==> src/timer_ctl_map.vh <==
// register offsets, field positions, reset values and mode and edge encodings for the timer control block
// assumes a 32-bit classic wishbone slave, one register per aligned word
`ifndef TIMER_CTL_MAP_VH
`define TIMER_CTL_MAP_VH

`define OFS_RUN_CONTROL      8'h00
`define OFS_MODE_CONTROL     8'h04
`define OFS_OUTPUT_CONTROL   8'h08
`define OFS_EDGE_SELECT      8'h0C
`define OFS_COUNTER          8'h10

`define RST_REG8             8'h00
`define COUNT_IDLE           16'hFFFF

`define RUN_ENABLE_BIT       7
`define RUN_CKS_MSB          2
`define MODE_SLAVE_BIT       7
`define MODE_SWTRIG_BIT      6
`define MODE_EVENT_BIT       5
`define MODE_MD_MSB          2

`define MD_INTERVAL          3'h0
`define MD_EVENT_COUNT       3'h1
`define MD_EXT_TRIG_PULSE    3'h2
`define MD_ONE_SHOT          3'h3
`define MD_PWM               3'h4
`define MD_FREE_RUN          3'h5
`define MD_PULSE_WIDTH       3'h6
`define MD_TRIANGLE_PWM      3'h7

`define EDGE_NONE            2'h0
`define EDGE_RISE            2'h1
`define EDGE_FALL            2'h2
`define EDGE_BOTH            2'h3

`endif

==> src/edge_detect.v <==
// valid edge detector for one capture or event input, field decoded per 2-bit select
// assumes the input is already synchronous to clk_sys
`timescale 1ns/100ps
`default_nettype none
`include "timer_ctl_map.vh"
module edge_detect
(
  // clock and reset
  input  wire       clk_sys,
  input  wire       reset_n,
  input  wire       clk_en,
  // input and selection
  input  wire       sig_in,
  input  wire [1:0] edge_sel,
  // result
  output reg        edge_hit_r
);
  reg sig_prev_r;

  always @(posedge clk_sys)
  begin
    if (!reset_n)
    begin
      sig_prev_r <= 1'b0;
      edge_hit_r <= 1'b0;
    end
    else if (clk_en)
    begin
      sig_prev_r <= sig_in;
      case (edge_sel)
        `EDGE_RISE: edge_hit_r <= sig_in & ~sig_prev_r;  // [RULE10]
        `EDGE_FALL: edge_hit_r <= ~sig_in & sig_prev_r;  // [RULE10]
        `EDGE_BOTH: edge_hit_r <= sig_in ^ sig_prev_r;   // [RULE10]
        default:    edge_hit_r <= 1'b0;                  // [RULE10]
      endcase
    end
  end
endmodule
`default_nettype wire

==> src/timer_mode_and_capture_edge_control.v <==
// mode, count source and capture edge control of a 16-bit timer with a wishbone register file
// assumes synchronous inputs on clk_sys; counter core behaviour beyond counting lives elsewhere
//
// Operation
// [RULE1] 8-bit mode control register, resets to zero, byte or bit access.
// [RULE2] event-count enable low: count on selected internal clock.
// [RULE3] event-count enable high: count once per valid external event edge.
// [RULE4] 3-bit mode field selects one of eight timer modes.
// [RULE5] event count mode always counts external events. The code counts master_count_tick instead while the tuned slave bit is set.
// [RULE6] software changes source and mode only while timer is disabled.
// [RULE7] changes while enabled are undefined; recover by disabling then reprogramming.
// [RULE8] 8-bit output control register, resets to zero, byte or bit access.
// [RULE9] 8-bit capture edge register, four 2-bit fields, bits 7:6 for input 3.
// [RULE10] edge field: 00 none, 01 rising, 10 falling, 11 both.
// [RULE11] counter held at all ones while disabled; reset clears enable. A bus read of the counter returns zero while disabled.
// [RULE12] count source: clock divided by 1 to 128 in powers of two, or events.
// [RULE13] software trigger starts only one-shot and external trigger pulse modes.
// [RULE14] tuned bit makes timer a slave of an external master.
`timescale 1ns/100ps
`default_nettype none
`include "timer_ctl_map.vh"
module timer_mode_and_capture_edge_control
#(
  parameter CNT_W = 16
)
(
  // clock, reset and enable
  input  wire             clk_sys,
  input  wire             reset_n,
  input  wire             clk_en,
  // wishbone slave
  input  wire             wb_cyc_i,
  input  wire             wb_stb_i,
  input  wire             wb_we_i,
  input  wire [7:0]       wb_adr_i,
  input  wire [3:0]       wb_sel_i,
  input  wire [31:0]      wb_dat_i,
  output reg  [31:0]      wb_dat_o,
  output reg              wb_ack_o,
  // pins and master timer link
  input  wire             event_in,
  input  wire [3:0]       capture_in,
  input  wire             master_count_tick,
  // status toward the rest of the timer
  output reg  [CNT_W-1:0] count_r,
  output reg  [2:0]       mode_r,
  output reg              start_trig_r,
  output reg  [3:0]       capture_hit_r,
  output reg  [7:0]       output_control_r
);
  // register state
  reg  [7:0] run_control_r;
  reg  [7:0] timer_mode_control_r;
  reg  [7:0] capture_edge_select_r;
  reg  [6:0] prescale_r;
  reg        tick_r;
  reg        ack_nxt;
  reg [31:0] rd_nxt;
  wire       ev_hit;
  wire [3:0] cap_hit;

  wire       timer_enable       = run_control_r[`RUN_ENABLE_BIT];
  wire [2:0] clock_select       = run_control_r[`RUN_CKS_MSB:0];
  wire       tuned_slave_enable = timer_mode_control_r[`MODE_SLAVE_BIT];
  wire       event_count_enable = timer_mode_control_r[`MODE_EVENT_BIT];
  wire [2:0] mode_field         = timer_mode_control_r[`MODE_MD_MSB:0];

  // merge one byte lane into an 8-bit register on byte enable
  function [7:0] lane_write;
    input [7:0] old_val;
    input [31:0] dat;
    input [3:0] sel;
    begin
      lane_write = sel[0] ? dat[7:0] : old_val;
    end
  endfunction

  wire wr_req = wb_cyc_i & wb_stb_i & wb_we_i & ~wb_ack_o;
  wire rd_req = wb_cyc_i & wb_stb_i & ~wb_we_i & ~wb_ack_o;

  always @*
  begin
    rd_nxt = 32'h00000000;
    case (wb_adr_i)
      `OFS_RUN_CONTROL:    rd_nxt = {24'h000000, run_control_r};
      `OFS_MODE_CONTROL:   rd_nxt = {24'h000000, timer_mode_control_r & 8'hA7};
      `OFS_OUTPUT_CONTROL: rd_nxt = {24'h000000, output_control_r};
      `OFS_EDGE_SELECT:    rd_nxt = {24'h000000, capture_edge_select_r};
      // disabled counter reads zero although it holds all ones
      `OFS_COUNTER:        rd_nxt = timer_enable ? {{(32-CNT_W){1'b0}}, count_r} : 32'h00000000;
      default:             rd_nxt = 32'h00000000;
    endcase
    ack_nxt = wr_req | rd_req;
  end

  // bus side registers
  always @(posedge clk_sys)
  begin
    if (!reset_n)
    begin
      run_control_r         <= `RST_REG8;   // [RULE11]
      timer_mode_control_r  <= `RST_REG8;   // [RULE1]
      output_control_r      <= `RST_REG8;   // [RULE8]
      capture_edge_select_r <= `RST_REG8;   // [RULE9]
      wb_ack_o              <= 1'b0;
      wb_dat_o              <= 32'h00000000;
      start_trig_r          <= 1'b0;
    end
    else if (clk_en)
    begin
      wb_ack_o     <= ack_nxt;
      wb_dat_o     <= rd_req ? rd_nxt : 32'h00000000;
      start_trig_r <= 1'b0;
      if (wr_req)
      begin
        case (wb_adr_i)
          `OFS_RUN_CONTROL:
            run_control_r <= lane_write(run_control_r, wb_dat_i, wb_sel_i) & 8'h87;
          `OFS_MODE_CONTROL:
          begin
            // trigger bit is write-only and never stored
            timer_mode_control_r <= lane_write(timer_mode_control_r, wb_dat_i, wb_sel_i) & 8'hA7;  // [RULE1]
            if (wb_sel_i[0] && wb_dat_i[`MODE_SWTRIG_BIT] && timer_enable &&
                (mode_field == `MD_ONE_SHOT || mode_field == `MD_EXT_TRIG_PULSE))
              start_trig_r <= 1'b1;  // [RULE13]
          end
          `OFS_OUTPUT_CONTROL:
            output_control_r <= lane_write(output_control_r, wb_dat_i, wb_sel_i);  // [RULE8]
          `OFS_EDGE_SELECT:
            capture_edge_select_r <= lane_write(capture_edge_select_r, wb_dat_i, wb_sel_i);  // [RULE9]
          default:
            run_control_r <= run_control_r;
        endcase
      end
    end
  end

  // event input shares the channel 0 edge field
  edge_detect u_event
  (
    .clk_sys    (clk_sys),
    .reset_n    (reset_n),
    .clk_en     (clk_en),
    .sig_in     (event_in),
    .edge_sel   (capture_edge_select_r[1:0]),
    .edge_hit_r (ev_hit)
  );

  genvar ch;
  generate
    for (ch = 0; ch < 4; ch = ch + 1)
    begin : g_cap
      edge_detect u_cap
      (
        .clk_sys    (clk_sys),
        .reset_n    (reset_n),
        .clk_en     (clk_en),
        .sig_in     (capture_in[ch]),
        .edge_sel   (capture_edge_select_r[2*ch+1:2*ch]),  // [RULE9]
        .edge_hit_r (cap_hit[ch])
      );
    end
  endgenerate

  // prescaler; counting from a divided tap keeps one tick per period
  always @(posedge clk_sys)
  begin
    if (!reset_n)
    begin
      prescale_r <= 7'h00;
      tick_r     <= 1'b0;
    end
    else if (clk_en)
    begin
      if (!timer_enable)
        prescale_r <= 7'h00;
      else
        prescale_r <= prescale_r + 7'h01;
      case (clock_select)
        3'h0:    tick_r <= timer_enable;                                  // [RULE12]
        3'h1:    tick_r <= timer_enable & (prescale_r[0:0] == 1'h1);
        3'h2:    tick_r <= timer_enable & (prescale_r[1:0] == 2'h3);
        3'h3:    tick_r <= timer_enable & (prescale_r[2:0] == 3'h7);
        3'h4:    tick_r <= timer_enable & (prescale_r[3:0] == 4'hF);
        3'h5:    tick_r <= timer_enable & (prescale_r[4:0] == 5'h1F);
        3'h6:    tick_r <= timer_enable & (prescale_r[5:0] == 6'h3F);
        default: tick_r <= timer_enable & (prescale_r[6:0] == 7'h7F);   // [RULE12]
      endcase
    end
  end

  // count source selection; mode and source assumed stable while enabled [RULE6] [RULE7]
  reg count_step;
  always @*
  begin
    if (tuned_slave_enable)
      count_step = master_count_tick;                       // [RULE14]
    else if (mode_field == `MD_EVENT_COUNT || event_count_enable)
      count_step = ev_hit;                                  // [RULE3] [RULE5]
    else
      count_step = tick_r;                                  // [RULE2]
  end

  always @(posedge clk_sys)
  begin
    if (!reset_n)
    begin
      count_r       <= `COUNT_IDLE;
      mode_r        <= `MD_INTERVAL;
      capture_hit_r <= 4'h0;
    end
    else if (clk_en)
    begin
      mode_r        <= mode_field;                           // [RULE4]
      capture_hit_r <= timer_enable ? cap_hit : 4'h0;
      if (!timer_enable)
        count_r <= `COUNT_IDLE;                              // [RULE11]
      else if (count_step)
        count_r <= count_r + {{(CNT_W-1){1'b0}}, 1'b1};      // wraps from all ones to zero first
    end
  end
endmodule
`default_nettype wire

==> config.mk <==
export PLATFORM = sky130hd
export DESIGN_NAME = timer_mode_and_capture_edge_control
export DESIGN_NICKNAME = d
export VERILOG_FILES = /design/src/edge_detect.v /design/src/timer_mode_and_capture_edge_control.v
export VERILOG_INCLUDE_DIRS = /design/src
export SDC_FILE = /design/constraint.sdc
export NUM_CORES = 1
export LEC_CHECK = 0
export ABC_AREA = 0
export BUFFER_PORTS_ARGS = -buffer_cell sky130_fd_sc_hd__buf_2
export CORE_UTILIZATION = 40
export CTS_CLUSTER_SIZE = 40
export DETAILED_ROUTE_END_ITERATION = 6
export MAX_ROUTING_LAYER = met4
export PLACE_DENSITY_LB_ADDON = 0.08
export SLEW_MARGIN = 20
export SYNTH_ARGS = -nofsm -noshare
export SYNTH_HDL_FRONTEND = slang
export SYNTH_HIERARCHICAL = 1
export SYNTH_SLANG_ARGS = --single-unit
==> constraint.sdc <==
create_clock -name clk_sys -period 3.6 [get_ports clk_sys]
set_input_delay 0.18 -clock clk_sys [delete_from_list [all_inputs] [get_ports clk_sys]]
set_output_delay 0.18 -clock clk_sys [all_outputs]
set_load 0.03 [all_outputs]
Word-level counts from Yosys, hierarchy flattened

Cells that the tools add are included.

Register bits after elaboration: 100

Add/subtract/negate cells: 2
Equal/unequal tests: 32
Muxes and demuxes: 18
Bitwise operators: 40
Reduce and logical (&&, ||, !) cells: 12

Operator list:

| operator                | number |
|---|---|
| $pmux W16 S5            | 1 |
| $mux W16                | 3 |
| $mux W32                | 1 |
| $and A1 B1 Y1           | 22 |
| $eq A2 B2 Y1 const B    | 9 |
| $add A16 B1 Y16 const B | 1 |
| $eq A8 B4 Y1 const B    | 2 |
| $reduce_and A4 Y1       | 4 |
| $pmux W1 S3             | 5 |
| $eq A3 B2 Y1 const B    | 4 |
| $eq A3 B3 Y1 const B    | 4 |
| $not A1 Y1              | 12 |
| $eq A2 B1 Y1 const B    | 4 |
| $eq A8 B3 Y1 const B    | 1 |
| $eq A8 B5 Y1 const B    | 1 |
| $logic_not A8 Y1        | 1 |
| $add A7 B1 Y7 const B   | 1 |
| $eq A7 B7 Y1 const B    | 1 |
| $mux W7                 | 1 |
| $pmux W1 S7             | 1 |
| $eq A3 B1 Y1 const B    | 2 |
| $eq A6 B6 Y1 const B    | 1 |
| $eq A5 B5 Y1 const B    | 1 |
| $mux W1                 | 5 |
| other kinds (9)         | 16 |

Logic depth before layout (Yosys ltp)

Depth after elaboration: 6
Gate-level depth with buffers: 7
Gate-level depth less buffers: 5

Cells and area by module

The synthesis kept the hierarchy.

By module, submodules not included:

| module                              | instances | cells an instance | area each (sq um) | seq. area each (sq um) |
|---|---|---|---|---|
| timer_mode_and_capture_edge_control | 1         | 446               | 3,890.0           | 1,481.4 |
| edge_detect                         | 5         | 14                | 125.1             | 40.0 |

Worst setup path after synthesis

OpenSTA, ideal clock, no wires.

Kind: reg2reg
Start: register count_r[3]
End: register count_r[9]
Data arrival time: 1.607 ns
Path slack: 1.921 ns
Cell stages (with the launch flop): 6
Path buffers: 1
Path through: dfxtp_1 > and4_1 > clkbuf_1 > nand3_1 > a211oi_1 > mux2i_1

Longest elaborated chain between the ends: 3

Ends and longest elaborated chain:

| what                   | line                                      | text |
|---|---|---|
| from (decl)            | timer_mode_and_capture_edge_control.v:45  | `output reg [CNT_W-1:0] count_r,` |
| from (signal assigned) | timer_mode_and_capture_edge_control.v:208 | `` count_r <= `COUNT_IDLE; `` |
| from (signal assigned) | timer_mode_and_capture_edge_control.v:217 | `` count_r <= `COUNT_IDLE; `` |
| from (signal assigned) | timer_mode_and_capture_edge_control.v:219 | `count_r <= count_r + {{(CNT_W-1){1'b0}}, 1'b1};` |
| $add A16 B1 Y16        | timer_mode_and_capture_edge_control.v:219 |  |
| $mux W16               | timer_mode_and_capture_edge_control.v:218 | `else if (count_step)` |
| $mux W16               | timer_mode_and_capture_edge_control.v:216 | `if (!timer_enable)` |

No other way between the ends. The select of a mux whose other input is x is not followed.
A chain may end at the register's enable or synchronous reset.

Worst setup path after layout

Start: register count_r[0]
End: register count_r[10]

Same word-level chain as after synthesis.

==> impl_metrics.tcl <==
set metrics [dict create \
    gp_congestion 0.819 \
    cts_sinks 84 \
    grt_first_pass_wirelength_um 19500 \
    ys_seq_area_frac 0.372 \
    sw_frac_of_total 0.251 \
    worst_pin_slew_ns 0.881 \
    peakVddDrop_mv 0.283 \
    antenna_found_initial 0 \
    ys_warn_count 6 \
    grt_max_degree 41 \
    hold_path.class "in -> reg" \
    synth-edff-count 0 \
    synthDistinctLibCells 59 \
    rsz0062_at_grt "no" \
    start_util 0.413 \
    drv_slew 0 \
    p_int_uw 1600 \
    fin_nets 651 \
    synth_common_cells "dfxtp_1, nand3_1, mux2i_1, o21ai_0, nor2b_1" \
    dieArea_mm2 0.0117 \
    criticalPathCategory "reg -> reg" \
    place.port_buffers 77 \
    die_y_um 108 \
    crit_chain "ha_1, and2_0, nand2_1, a211oi_1, mux2i_1" \
    cp-start-kind "flip-flop" \
    fin_cells 725 \
    routedWlPerCell_um 16.5 \
    worst_hold_slack_ns 0.113 \
    cts_htree_levels 3 \
    worstSkewPairLatency_ns 0.34 \
    synth_area_mm2 0.00452 \
    cp_slowest_cell "dfxtp_1" \
    final-setup-viol-count 0 \
    via_per_inst 5.39 \
    final_area_mm2 0.00520 \
    route.detailed.drc 0 \
    grt_use_total 0.223 \
    yosys-top-cells-area "dfxtp_1, mux2i_1, nand3_1" \
    worstPathArrival_ns 2.04 \
    root_buffer "clkbuf_16" \
    cp-end-kind "flip-flop" \
    postCtsResizedCells 0 \
    critPathMaxFanout 9 \
    maxSlewHeadroom 0.410 \
    gr-total-overflow 0 \
    grt_pass1_vias 3733 \
    cts_buffers 9 \
    netlist.area_leader.share 0.372 \
    antenna_cells 0 \
    drtPass1Iterations 4 \
    seqPwrFrac 0.453 \
    avgSynthCellArea_um2 8.75 \
    postCtsSetupBuffers 0 \
    clk_pin_slew_ns 0.06 \
    critPathRequiredTime_ns 3.87 \
    cpPeakStageDelay_ns 0.54 \
    ant_nets 0 \
    fin_tns_setup_ns 0 \
    row_count 38 \
    fin_total_pwr_uw 2130 \
    p_leak_uw 0.00205 \
    hpwl_um 8540 \
    clock_path_buffers 2 \
    placed_area_mm2 0.00491 \
    powerDensity_mw_per_mm2 410 \
    drive_gt1_frac 0.195 \
    synth_area_leader_cell "dfxtp_1" \
    hold_buffers 0 \
    finalCriticalPeriod_ns 1.77 \
    switchingPower_uw 535 \
    core_area_mm2 0.0109 \
    async_flop_share 0 \
    p_clk_frac 0.436 \
    routed_wl_um 12000 \
    synth-seq-cells 84 \
    p_comb_frac 0.111 \
    status "finished clean" \
    area_delta_synth_final_pct 15.2 \
    cts_tree "yes" \
    dp.cells 711 \
    vias 3906 \
    ios 121 \
    post-synth-top-count-cell "dfxtp_1" \
    fin_crit_sh 0.493 \
    max_freq_mhz 564 \
    initialDrtViolationCount 173 \
    cap_viol_max_count 0 \
    dieWidth_um 108 \
    hold_viol 0 \
    synthFlopType "dfxtp_1" \
    syn_inst 516 \
    final.setup_skew_ns 0.00617 \
]
[cells by family (layout without fill, tap and decap cells)]
kind of cell,after synthesis,in the layout,synth area share
and+or+nand+nor,189,189,0.242
adders and majority gates,13,13,0.0360
AOI/OAI and AO/OA,134,134,0.194
other,1,16,0.000830
xor gates and xnor gates,4,4,0.00776
muxes,32,32,0.0740
DFF,84,84,0.372
buffers and inverters,59,113,0.0729
[critical path: cells and delay by family, from the launching register on]
kind | cells | cell delay (ns)
multiplexers | 1 | 0.21
adder cells (fa/ha/maj) | 1 | 0.22
flip-flops | 1 | 0.54
AND/OR/NAND/NOR | 2 | 0.48
AO/OA/AOI/OAI | 1 | 0.25
[stage by stage]
step / utilization / setup slack, ns
floorplan: - / 1.92
global placement: 0.449 / 1.54
detailed placement: 0.449 / 1.56
CTS: 0.476 / 1.84
global route: 0.476 / 1.62
finish: 0.476 / 1.83
[registers in the layout, summed over array words and instances (netlist names), 5 cells and up]
signal,flops
wb_dat_o,16
capture_edge_select_r,8
timer_mode_control_r,5
output_control_r,8
count_r,16
prescale_r,7
[placed cells by master (no fill, tap or decap), drive strengths merged, types with 3 or more instances in the layout]
| master | instances |
|---|---|
| nor3 | 12 |
| nand2b | 4 |
| dfxtp | 84 |
| buf | 84 |
| a21oi | 13 |
| nand2 | 24 |
| a21boi | 35 |
| o21ai | 48 |
| nand3b | 6 |
| inv | 14 |
| conb | 16 |
| nand4 | 8 |
| and2 | 16 |
| mux2i | 30 |
| or3 | 5 |
| a31oi | 5 |
| nand3 | 44 |
| a22oi | 11 |
| xor2 | 4 |
| ha | 13 |
| clkbuf | 12 |
| a32o | 3 |
| and3b | 3 |
| nor2b | 28 |
| nor2 | 26 |
| a22o | 3 |
| a211oi | 7 |
[worst paths after layout]
check / slack [ns] / depth (start not counted) / start / to
setup / recovery: 1.83 / 5 / count_r[0] / count_r[10]
hold reg to reg: 0.47 / 2 / wb_dat_o[7] / wb_dat_o[7]
setup reg to reg: 1.83 / 5 / count_r[0] / count_r[10]
hold / removal: 0.11 / 3 / wb_dat_i[4] / output_control_r[4]
[layer usage]
layer | global-route usage | up-vias | share of wire
li1 | - | 1951 | -
met1 | 0.286 | 1859 | 0.48
met2 | 0.357 | 92 | 0.47
met3 | 0.0410 | 4 | 0.042
met4 | 0.0647 | 0 | 0.0048
met5 | - | - | 0
[power groups by stage]
stage	logic, uW	registers [uW]	clock network, uW
after global placement	232	986	0
after CTS	237	966	953
after global routing	259	968	1000
after floorplan	163	1000	0
after detailed placement	236	986	0
final	236	966	930
[area by class of cell]
cell class,count,area [um2]
Multi-Input combinational cell,388,2560
Timing Repair Buffer,84,438
Fill cell,1112,5730
Sequential cell,84,1680
Inverter,15,56.3
Clock inverter,2,35.0
Clock buffer,12,256
Tap cell,140,175
No activity file was read; power rests on OpenSTA's default activity.
